[src/design/cc_defines.svh]
// register offsets, field positions and reset values of the capture array
// assumes byte addresses on a 32-bit bus, one aligned word per register
`ifndef CC_DEFINES_SVH
`define CC_DEFINES_SVH

`define CC_AW 8
`define CC_NMOD 3
`define CC_WDT_MOD 2
// register map, byte addresses
`define CC_OFS_CTRL 8'h00
`define CC_OFS_AMODE 8'h04
`define CC_OFS_CNTL 8'h08
`define CC_OFS_CNTH 8'h0c
// per-module groups: address bits 7:4 pick the group, 3:2 the module
`define CC_GRP_MODE 4'h1
`define CC_GRP_CPL 4'h2
`define CC_GRP_CPH 4'h3
// control register fields
`define CC_BIT_OVF 7
`define CC_BIT_RUN 6
// array mode register fields
`define CC_BIT_WATCHDOG_ENABLE 6
`define CC_AMODE_RST 8'h40
`define CC_MODE_RST 8'h00
`define CC_BYTE_ZERO 8'h00
`define CC_BYTE_MAX 8'hff
`define CC_WORD_ONE 16'h0001
`define CC_WORD_MAX 16'hffff
`define CC_RESP_OK 2'b00
`define CC_RESP_ERR 2'b10

`endif

[src/design/cc_pkg.sv]
// types shared by the capture/compare array
// assumes cc_defines.svh supplies the numeric constants
package cc_pkg;

    // module mode register, bit 7 down to bit 0
    typedef struct packed {
        logic wide_pwm_select;
        logic comparator_enable;
        logic rising_capture_select;
        logic falling_capture_select;
        logic match_flag_enable;
        logic toggle_enable;
        logic pwm_enable;
        logic module_interrupt_enable;
    } cc_mode_t;

    // decoded operating mode of one module
    typedef enum logic [2:0] {
        CC_OP_CAPTURE = 3'b000,
        CC_OP_TIMER = 3'b001,
        CC_OP_HSO = 3'b010,
        CC_OP_FREQ = 3'b011,
        CC_OP_PWM8 = 3'b100,
        CC_OP_PWM16 = 3'b101
    } cc_op_t;

endpackage

[src/design/cc_top.sv]
// three capture/compare modules on one shared 16-bit counter, AXI4-Lite regs
// assumes one clock, pins asynchronous, counter ticks every enabled cycle
//
// Function
// - capture copies the counter into the compare pair
// - select bits pick rising, falling or either edge
// - capture sets the event flag; only software clears it
// - pin level must hold two cycles to be seen
// - comparator and match enables flag a 16-bit match
// - low byte write clears, high byte write sets comparator
// - toggle mode toggles pin and flags each match
// - disabled comparator holds the toggle pin level
// - frequency mode: low-byte match toggles, adds high byte
// - frequency mode select; half period 0 means 256
// - frequency mode flags a full 16-bit match
// - pwm8: high on low-byte match, low on low wrap
// - pwm8 reloads low byte from high byte on wrap
// - comparator plus pwm is pwm8; flag on 8-bit match
// - pwm8 duty is (256 - high byte)/256
// - pwm16: high on 16-bit match, low on overflow
// - pwm16 flags each match; overflow marks falling edge
// - pwm16 duty is (65536 - compare)/65536
// - comparator off: no toggling, pwm pin held low
// - watchdog enable makes module 2 a watchdog; on at reset
// - mode bits 7..0: wide, cmp, rise, fall, match, tog, pwm, irq
// - counter wrap sets overflow flag until software clears
// - watchdog reset on low wrap while high bytes match
// - module 2 high write loads counter high plus offset
//
// The AXI4-Lite slave port and the register offsets were decided locally.
`timescale 1ns/1ps
`include "cc_defines.svh"

module cc_top
    import cc_pkg::*;
(
    // clock, reset, freeze
    input wire logic clk_sys,
    input wire logic rst_n,
    input wire logic ce,
    // axi4-lite write address and data
    input wire logic [`CC_AW-1:0] s_axi_awaddr,
    input wire logic s_axi_awvalid,
    output logic s_axi_awready,
    input wire logic [31:0] s_axi_wdata,
    input wire logic [3:0] s_axi_wstrb,
    input wire logic s_axi_wvalid,
    output logic s_axi_wready,
    // axi4-lite write response
    output logic [1:0] s_axi_bresp,
    output logic s_axi_bvalid,
    input wire logic s_axi_bready,
    // axi4-lite read
    input wire logic [`CC_AW-1:0] s_axi_araddr,
    input wire logic s_axi_arvalid,
    output logic s_axi_arready,
    output logic [31:0] s_axi_rdata,
    output logic [1:0] s_axi_rresp,
    output logic s_axi_rvalid,
    input wire logic s_axi_rready,
    // module pins
    input wire logic [`CC_NMOD-1:0] module_io_pin_i,
    output logic [`CC_NMOD-1:0] module_io_pin_o,
    output logic [`CC_NMOD-1:0] module_io_pin_oe,
    // requests to the system
    output logic [`CC_NMOD-1:0] module_irq,
    output logic watchdog_reset
);

    // bus state
    logic [`CC_AW-1:0] aw_addr_r;
    logic aw_held_r;
    logic [31:0] w_data_r;
    logic w_strb_r;
    logic w_held_r;
    logic bvalid_r;
    logic [1:0] bresp_r;
    logic rvalid_r;
    logic [31:0] rdata_r;
    logic [1:0] rresp_r;
    logic wr_go;
    logic wr_hit;
    logic [7:0] wbyte;

    // counter and array state
    logic [15:0] cnt_r;
    logic [15:0] cnt_nxt;
    logic run_r;
    logic watchdog_enable_r;
    logic ovf_flag_r;
    logic [`CC_NMOD-1:0] event_flag_r;
    logic [`CC_NMOD-1:0] flag_set;
    logic tick;
    logic lo_wrap;
    logic full_wrap;
    logic wr_ctrl;
    logic wr_amode;
    logic wr_cntl;
    logic wr_cnth;
    logic force_wdt;

    // per-module storage
    cc_mode_t mode_r [`CC_NMOD];
    logic [7:0] cmp_lo_r [`CC_NMOD];
    logic [7:0] cmp_hi_r [`CC_NMOD];

    // write handshake: address and data taken in any order
    assign s_axi_awready = ~aw_held_r;
    assign s_axi_wready = ~w_held_r;
    assign s_axi_bvalid = bvalid_r;
    assign s_axi_bresp = bresp_r;
    assign s_axi_arready = ~rvalid_r;
    assign s_axi_rvalid = rvalid_r;
    assign s_axi_rdata = rdata_r;
    assign s_axi_rresp = rresp_r;
    assign wr_go = aw_held_r & w_held_r & ~bvalid_r;
    assign wbyte = w_data_r[7:0];

    // single-register strobes; byte lane 0 carries all register data
    assign wr_ctrl = wr_go & w_strb_r & (aw_addr_r == `CC_OFS_CTRL);
    assign wr_amode = wr_go & w_strb_r & (aw_addr_r == `CC_OFS_AMODE);
    // counter writes are locked out while the watchdog runs
    assign wr_cntl = wr_go & w_strb_r & ~watchdog_enable_r
        & (aw_addr_r == `CC_OFS_CNTL);
    assign wr_cnth = wr_go & w_strb_r & ~watchdog_enable_r
        & (aw_addr_r == `CC_OFS_CNTH);
    assign force_wdt = wr_ctrl & watchdog_enable_r & wbyte[`CC_WDT_MOD];

    // address check for the response code
    always_comb
    begin
        if (aw_addr_r[1:0] != 2'b00)
            wr_hit = 1'b0;
        else if (aw_addr_r[7:4] == 4'h0)
            wr_hit = 1'b1;
        else if ((aw_addr_r[7:4] == `CC_GRP_MODE
                || aw_addr_r[7:4] == `CC_GRP_CPL
                || aw_addr_r[7:4] == `CC_GRP_CPH)
                && aw_addr_r[3:2] < 2'(`CC_NMOD))
            wr_hit = 1'b1;
        else
            wr_hit = 1'b0;
    end

    // write channel capture and response
    always_ff @(posedge clk_sys)
    begin
        if (!rst_n)
        begin
            aw_held_r <= 1'b0;
            aw_addr_r <= '0;
            w_held_r <= 1'b0;
            w_data_r <= '0;
            w_strb_r <= 1'b0;
            bvalid_r <= 1'b0;
            bresp_r <= `CC_RESP_OK;
        end
        else if (ce)
        begin
            if (s_axi_awvalid && !aw_held_r)
            begin
                aw_held_r <= 1'b1;
                aw_addr_r <= s_axi_awaddr;
            end
            if (s_axi_wvalid && !w_held_r)
            begin
                w_held_r <= 1'b1;
                w_data_r <= s_axi_wdata;
                w_strb_r <= s_axi_wstrb[0];
            end
            if (wr_go)
            begin
                aw_held_r <= 1'b0;
                w_held_r <= 1'b0;
                bvalid_r <= 1'b1;
                bresp_r <= wr_hit ? `CC_RESP_OK : `CC_RESP_ERR;
            end
            else if (bvalid_r && s_axi_bready)
                bvalid_r <= 1'b0;
        end
    end

    // read channel: decode and register the answer in one step
    always_ff @(posedge clk_sys)
    begin
        if (!rst_n)
        begin
            rvalid_r <= 1'b0;
            rdata_r <= '0;
            rresp_r <= `CC_RESP_OK;
        end
        else if (ce)
        begin
            if (s_axi_arvalid && !rvalid_r)
            begin
                rvalid_r <= 1'b1;
                rdata_r <= '0;
                rresp_r <= `CC_RESP_OK;
                if (s_axi_araddr == `CC_OFS_CTRL)
                    rdata_r[7:0] <= {ovf_flag_r, run_r, 3'b000,
                        event_flag_r};
                else if (s_axi_araddr == `CC_OFS_AMODE)
                    rdata_r[`CC_BIT_WATCHDOG_ENABLE] <= watchdog_enable_r;
                else if (s_axi_araddr == `CC_OFS_CNTL)
                    rdata_r[7:0] <= cnt_r[7:0];
                else if (s_axi_araddr == `CC_OFS_CNTH)
                    rdata_r[7:0] <= cnt_r[15:8];
                else if (s_axi_araddr[1:0] != 2'b00
                        || s_axi_araddr[3:2] >= 2'(`CC_NMOD))
                    rresp_r <= `CC_RESP_ERR;
                else if (s_axi_araddr[7:4] == `CC_GRP_MODE)
                    rdata_r[7:0] <= mode_r[s_axi_araddr[3:2]];
                else if (s_axi_araddr[7:4] == `CC_GRP_CPL)
                    rdata_r[7:0] <= cmp_lo_r[s_axi_araddr[3:2]];
                else if (s_axi_araddr[7:4] == `CC_GRP_CPH)
                    rdata_r[7:0] <= cmp_hi_r[s_axi_araddr[3:2]];
                else
                    rresp_r <= `CC_RESP_ERR;
            end
            else if (rvalid_r && s_axi_rready)
                rvalid_r <= 1'b0;
        end
    end

    // shared counter; the watchdog forces it to run
    assign tick = run_r | watchdog_enable_r;
    assign cnt_nxt = cnt_r + `CC_WORD_ONE;
    assign lo_wrap = tick & (cnt_r[7:0] == `CC_BYTE_MAX);
    assign full_wrap = tick & (cnt_r == `CC_WORD_MAX);

    always_ff @(posedge clk_sys)
    begin
        if (!rst_n)
            cnt_r <= '0;
        else if (ce)
        begin
            if (wr_cntl)
                cnt_r[7:0] <= wbyte;
            else if (wr_cnth)
                cnt_r[15:8] <= wbyte;
            else if (tick)
                cnt_r <= cnt_nxt;
        end
    end

    // control bits; watchdog comes up enabled
    always_ff @(posedge clk_sys)
    begin
        if (!rst_n)
        begin
            run_r <= 1'b0;
            watchdog_enable_r <= 1'(`CC_AMODE_RST >> `CC_BIT_WATCHDOG_ENABLE);
        end
        else if (ce)
        begin
            if (wr_ctrl)
                run_r <= wbyte[`CC_BIT_RUN];
            if (wr_amode)
                watchdog_enable_r <= wbyte[`CC_BIT_WATCHDOG_ENABLE];
        end
    end

    // sticky flags: writing 0 clears, a set in the same cycle wins
    always_ff @(posedge clk_sys)
    begin
        if (!rst_n)
        begin
            ovf_flag_r <= 1'b0;
            event_flag_r <= '0;
        end
        else if (ce)
        begin
            if (full_wrap)
                ovf_flag_r <= 1'b1;
            else if (wr_ctrl && !wbyte[`CC_BIT_OVF])
                ovf_flag_r <= 1'b0;
            event_flag_r <= flag_set
                | (event_flag_r & ~({`CC_NMOD{wr_ctrl}}
                & ~wbyte[`CC_NMOD-1:0]));
        end
    end

    // watchdog expiry, or a forced one by writing its flag
    always_ff @(posedge clk_sys)
    begin
        if (!rst_n)
            watchdog_reset <= 1'b0;
        else if (ce)
            watchdog_reset <= force_wdt | (watchdog_enable_r & lo_wrap
                & (cmp_hi_r[`CC_WDT_MOD] == cnt_r[15:8]));
    end

    // one identical slice per module
    genvar gi;
    generate
        for (gi = 0; gi < `CC_NMOD; gi++)
        begin : g_mod
            cc_mode_t m;
            cc_op_t op;
            logic wdt_i;
            logic wr_mode;
            logic wr_lo;
            logic wr_hi;
            logic wr_me;
            logic pin_s1_r;
            logic pin_s2_r;
            logic pin_st_r;
            logic pin_flt_r;
            logic cap;
            logic arr16;
            logic arr_lo;
            logic [7:0] pwm_ref;
            logic pin_r;

            assign m = mode_r[gi];
            assign wdt_i = (gi == `CC_WDT_MOD) && watchdog_enable_r;
            assign wr_me = wr_go & w_strb_r & (aw_addr_r[1:0] == 2'b00)
                & (aw_addr_r[3:2] == 2'(gi));
            assign wr_mode = wr_me & (aw_addr_r[7:4] == `CC_GRP_MODE);
            assign wr_lo = wr_me & (aw_addr_r[7:4] == `CC_GRP_CPL);
            assign wr_hi = wr_me & (aw_addr_r[7:4] == `CC_GRP_CPH);

            // mode decode; the watchdog forces software timer
            always_comb
            begin
                if (wdt_i)
                    op = CC_OP_TIMER;
                else if (m.pwm_enable && m.toggle_enable)
                    op = CC_OP_FREQ;
                else if (m.pwm_enable)
                    op = m.wide_pwm_select ? CC_OP_PWM16
                        : CC_OP_PWM8;
                else if (m.toggle_enable)
                    op = CC_OP_HSO;
                else if (m.rising_capture_select
                        || m.falling_capture_select)
                    op = CC_OP_CAPTURE;
                else
                    op = CC_OP_TIMER;
            end

            // two-flop sync, then a level must hold two cycles
            always_ff @(posedge clk_sys)
            begin
                if (!rst_n)
                begin
                    pin_s1_r <= 1'b0;
                    pin_s2_r <= 1'b0;
                    pin_st_r <= 1'b0;
                    pin_flt_r <= 1'b0;
                end
                else if (ce)
                begin
                    pin_s1_r <= module_io_pin_i[gi];
                    pin_s2_r <= pin_s1_r;
                    pin_st_r <= pin_s2_r;
                    if (pin_s2_r == pin_st_r)
                        pin_flt_r <= pin_st_r;
                end
            end

            // accepted edge of the filtered level
            assign cap = (op == CC_OP_CAPTURE) && (pin_s2_r == pin_st_r)
                && (pin_st_r != pin_flt_r)
                && ((m.rising_capture_select && pin_st_r)
                || (m.falling_capture_select && !pin_st_r));

            // matches are taken as the counter arrives at the value
            assign arr16 = tick && (cnt_nxt == {cmp_hi_r[gi], cmp_lo_r[gi]});
            // on a wrap the reloaded byte is the reference
            assign pwm_ref = lo_wrap ? cmp_hi_r[gi] : cmp_lo_r[gi];
            assign arr_lo = tick && (cnt_nxt[7:0] ==
                ((op == CC_OP_PWM8) ? pwm_ref : cmp_lo_r[gi]));

            // event flag sources
            assign flag_set[gi] = cap
                | (m.comparator_enable & m.match_flag_enable & ~wdt_i
                & ((op == CC_OP_PWM8) ? arr_lo : arr16));
            assign module_irq[gi] = event_flag_r[gi]
                & m.module_interrupt_enable;

            // mode register; compare writes steer the comparator enable
            always_ff @(posedge clk_sys)
            begin
                if (!rst_n)
                    mode_r[gi] <= `CC_MODE_RST;
                else if (ce)
                begin
                    if (wr_mode && !wdt_i)
                        mode_r[gi] <= wbyte;
                    else if (wr_lo)
                        mode_r[gi].comparator_enable <= 1'b0;
                    else if (wr_hi)
                        mode_r[gi].comparator_enable <= 1'b1;
                end
            end

            // compare low byte: bus, capture, frequency step, pwm reload
            always_ff @(posedge clk_sys)
            begin
                if (!rst_n)
                    cmp_lo_r[gi] <= `CC_BYTE_ZERO;
                else if (ce)
                begin
                    if (wr_lo)
                        cmp_lo_r[gi] <= wbyte;
                    else if (cap)
                        cmp_lo_r[gi] <= cnt_r[7:0];
                    else if (op == CC_OP_FREQ && m.comparator_enable
                            && arr_lo)
                        cmp_lo_r[gi] <= cmp_lo_r[gi] + cmp_hi_r[gi];
                    else if (op == CC_OP_PWM8 && lo_wrap)
                        cmp_lo_r[gi] <= cmp_hi_r[gi];
                end
            end

            // compare high byte; a watchdog update reloads from counter
            always_ff @(posedge clk_sys)
            begin
                if (!rst_n)
                    cmp_hi_r[gi] <= `CC_BYTE_ZERO;
                else if (ce)
                begin
                    if (wr_hi && wdt_i)
                        cmp_hi_r[gi] <= cnt_r[15:8] + cmp_lo_r[gi];
                    else if (wr_hi)
                        cmp_hi_r[gi] <= wbyte;
                    else if (cap)
                        cmp_hi_r[gi] <= cnt_r[15:8];
                end
            end

            // pin driver; pwm checks set before clear for 100% duty
            always_ff @(posedge clk_sys)
            begin
                if (!rst_n)
                    pin_r <= 1'b0;
                else if (ce)
                begin
                    case (op)
                        CC_OP_HSO:
                            if (m.comparator_enable && arr16)
                                pin_r <= ~pin_r;
                        CC_OP_FREQ:
                            if (m.comparator_enable && arr_lo)
                                pin_r <= ~pin_r;
                        CC_OP_PWM8:
                            if (!m.comparator_enable)
                                pin_r <= 1'b0;
                            else if (arr_lo)
                                pin_r <= 1'b1;
                            else if (lo_wrap)
                                pin_r <= 1'b0;
                        CC_OP_PWM16:
                            if (!m.comparator_enable)
                                pin_r <= 1'b0;
                            else if (arr16)
                                pin_r <= 1'b1;
                            else if (full_wrap)
                                pin_r <= 1'b0;
                        default:
                            pin_r <= pin_r;
                    endcase
                end
            end

            // pin is driven only in the output modes
            assign module_io_pin_o[gi] = pin_r;
            assign module_io_pin_oe[gi] = (op != CC_OP_CAPTURE)
                && (op != CC_OP_TIMER);
        end
    endgenerate

endmodule

[config.mk]
export PLATFORM = sky130hd
export DESIGN_NAME = cc_top
export DESIGN_NICKNAME = d
export VERILOG_FILES = /design/src/design/cc_pkg.sv /design/src/design/cc_top.sv
export VERILOG_INCLUDE_DIRS = /design/src /design/src/design
export SDC_FILE = /design/constraint.sdc
export NUM_CORES = 1
export LEC_CHECK = 0
export BUFFER_PORTS_ARGS = -buffer_cell sky130_fd_sc_hd__buf_2
export CAP_MARGIN = 15
export CORE_MARGIN = 2
export CORE_UTILIZATION = 55
export CTS_CLUSTER_SIZE = 16
export DETAILED_ROUTE_END_ITERATION = 12
export GPL_TIMING_DRIVEN = 0
export PLACE_DENSITY = 0.75
export SETUP_SLACK_MARGIN = 0.3
export SYNTH_ARGS = -nofsm -noshare
export SYNTH_HDL_FRONTEND = slang
export SYNTH_SLANG_ARGS = --single-unit
[constraint.sdc]
create_clock -name clk_sys -period 9.07 [get_ports clk_sys]
set_input_delay 0.4535 -clock clk_sys [delete_from_list [all_inputs] [get_ports clk_sys]]
set_output_delay 0.4535 -clock clk_sys [all_outputs]
set_load 0.02 [all_outputs]
==> run summary <==
vias after detailed routing -> 11200
CP Launch Type -> flip-flop
Synth Instances -> 1332
Crit Path Category -> reg -> reg
Post-Route WL -> 43.9 mm
fmax -> 230 MHz
status -> complete, no violations
Total GRT Usage -> 0.397
Ports -> 114
Worst R2R Start -> cnt_r[1]
htree depth -> 4
drt pass-1 iters -> 7
Final Hold Fails -> 0
placed insts -> 1686
GPL Wtd Cong -> 1.06
Ys Warns -> 0
Clock Skews -> 0.0179 ns
setup TNS -> 0 ns
Worst-Skew Late Latency -> 0.45 ns
# rows -> 52
peak supply drop -> 0.130 mV
#FFs+latches synth -> 141
initial core utilization -> 0.561
Critical Path Max Stage Delay -> 0.69 ns
worst endpoint required time -> 9.16 ns
met3 WL -> 5.65 mm
RSZ-0062 raised after global routing -> false
CP arrival -> 4.43 ns
core area -> 20300 um^2
Reg2Reg Depth -> 12
minimum clock period -> 4.34 ns
share of cells above drive strength 1 -> 0.136
most frequent cell on the critical path -> o211ai_1
DRC Markers -> 0
largest net degree at the start of global routing -> 17
post-synthesis sequential area ratio -> 0.311
initial antenna violation count -> 1
Post-CTS Setup Bufs -> 0
Slew Limit Headroom -> 0.193
ys async rst share -> 0
reg2reg end -> cmp_lo_r[1][3]
ys flop type -> edfxtp_1
post-CTS sizing -> 0
Clock Tree Root -> clkbuf_16
CP delay by family, top -> simple AND/OR/NAND/NOR gates
DR top layer -> met5
Leak -> 0.00489 uW
Pwr Total -> 1670 uW
fin area -> 12700 um^2
Die Ht -> 148 um
Ant. Diodes -> 0
CP endpoint kind -> flip-flop
Yosys cell types -> 88
Core Util, Final -> 0.626
Critical Path Stages -> 12
initial drt markers -> 1774
CTS Sinks -> 141
Synth area leader -> edfxtp_1
Power Density -> 131 nW/um^2
Area Overhead vs Synth -> 11.7%
worst hold path depth -> 3
Least-Margin Pin Slew -> 1.20 ns
WL met1 -> 17.2 mm
worst hold path type -> in -> reg
Post-synth EDFFs -> 72
PortBufs -> 58
FF-to-FF setup slack -> 4.73 ns
Die W -> 148 um
slowest CP cell -> dfxtp_1
critical-path maximum fanout -> 10
worst path bufs/invs -> 3
Final ANT Viol Nets -> 0
CTS Buf Count -> 17
DR vias/cell -> 6.53
max-slew violation count -> 0
Post-Layout Cell Count -> 1718
Avg Cell Area, Syn -> 8.55 um^2
hold buffer count at CTS -> 0
Post-DP HPWL -> 32.6 mm
Cell Area, Synth -> 11400 um^2
post-synth top area share -> 0.190
crit-path cells -> ha_1 -> buf_2 -> nand3_4 -> clkbuf_1 -> nor2_1 -> o211ai_1 -> o211ai_1 -> xor2_1 -> nand3_2 -> nor4_4 -> inv_1 -> nand3_1
WL met2 -> 18.1 mm
CP endpoint -> cmp_lo_r[1][3]
number of global-route vias before repair -> 10500
CTS Buffer Depth -> 2
Final Cycle Share -> 0.478
global-route wire length before repair -> 64.5 mm
CTS tree -> yes
Max-Cap Viols -> 0
GRT overflow -> 0
clk slew on worst S/H paths -> 0.07 ns
endpoints failing setup -> 0
Post-DP Area -> 12100 um^2
top cells by area, synth -> edfxtp_1 (19%), dfxtp_1 (12%), mux2i_1 (5.3%)
Worst setup startpoint -> cnt_r[1]
die area -> 21900 um^2
Layout Nets -> 1531
drt wl/cell -> 25.6 um
-- state kept, by name, summed over array words and instances (netlist names), 8 cells and up --
register,flops
cnt_r,16
cmp_lo_r,24
cmp_hi_r,24
aw_addr_r,8
w_data_r,8
mode_r,24
s_axi_rdata,8
-- worst register-to-register path: stages (launching register included) --
cell and delay [ns]:
dfxtp_1 0.69, ha_1 0.25, buf_2 0.21, nand3_4 0.22
clkbuf_1 0.41, nor2_1 0.49, o211ai_1 0.15, o211ai_1 0.14
xor2_1 0.19, nand3_2 0.25, nor4_4 0.50, inv_1 0.12
nand3_1 0.36
-- cell families (layout without fill, tap and decap cells) --
family	after synthesis	after routing	share of synthesized area
other cells	1	26	0.000329
xor+xnor	89	89	0.0710
simple gates	451	451	0.215
mux	84	84	0.0844
fa+ha+maj	33	33	0.0389
compound gates	377	377	0.214
flops	141	141	0.311
buf+inv	156	247	0.0655
-- synthesized netlist by cell type (9+ instances only) --
master    instances
o21ai_0         102
nand2_1         117
and3_1            9
edfxtp_1         72
nor3_1           29
a21oi_1          85
nand4_1          12
ha_1             29
a22o_1           19
nor2_1           95
inv_1            40
o21bai_1         13
a21boi_0         24
nand3_1          34
a22oi_1          23
xor2_1           29
xnor2_1          57
mux2_2           16
nor2b_1          28
o211ai_1         18
buf_4            34
and2_1           42
nor3b_1          11
a21o_1           15
dfxtp_1          69
mux2i_1          60
clkbuf_1         66
a31oi_1          12
a211oi_1          9
o31ai_1           9
-- stage by stage --
| stage | worst slack, ns | hold slack (ns) |
|---|---|---|
| global placement | 4.89 | 0.452 |
| global route | 4.70 | 0.278 |
| detailed placement | 5.05 | 0.462 |
| floorplan | 5.91 | 0.444 |
| CTS | 5.01 | 0.258 |
| finish | 4.73 | 0.253 |
-- power breakdown --
group	internal [uW]	leakage, uW	switching [uW]	total [uW]
Sequential	688	0.00130	34.2	723
Combinational	80.0	0.00329	133	213
Clock	393	0.000296	336	729
-- how the worst min path moves through the flow --
stage,slack [ns],end,startpoint
after CTS,0.26,w_strb_r,s_axi_wstrb[0]
after global routing,0.28,w_data_r[3],s_axi_wdata[3]
after floorplan,0.44,w_strb_r,w_strb_r
after detailed placement,0.46,s_axi_rdata[4],s_axi_rdata[4]
final,0.25,w_strb_r,s_axi_wstrb[0]
after global placement,0.45,s_axi_rdata[4],s_axi_rdata[4]
-- metal layers --
layer / GRT usage / vias to the layer above
li1: - / 5045
met1: 0.545 / 5198
met2: 0.583 / 787
met3: 0.0907 / 185
met4: 0.215 / 2
met5: 0 / -
-- layout make-up --
class,count,area [um^2]
timing repair buffer,59,298
sequential,141,3540
fill,1825,7590
tap,270,338
inverter,41,154
clock inverter,15,174
multi-input combinational,1060,7190
clock buffer,17,425
buffer,115,592
-- cells in the final DEF, fill, tap and decap left out, types with 34 or more instances in the layout --
cell type	n
mux2i_1	60
dfxtp_1	69
o21ai_0	102
and2_1	42
nand3_1	34
clkbuf_1	66
xnor2_1	57
inv_1	40
edfxtp_1	72
nand2_1	117
buf_2	66
buf_4	35
nor2_1	95
a21oi_1	85
No activity file was read; power rests on OpenSTA's default activity.
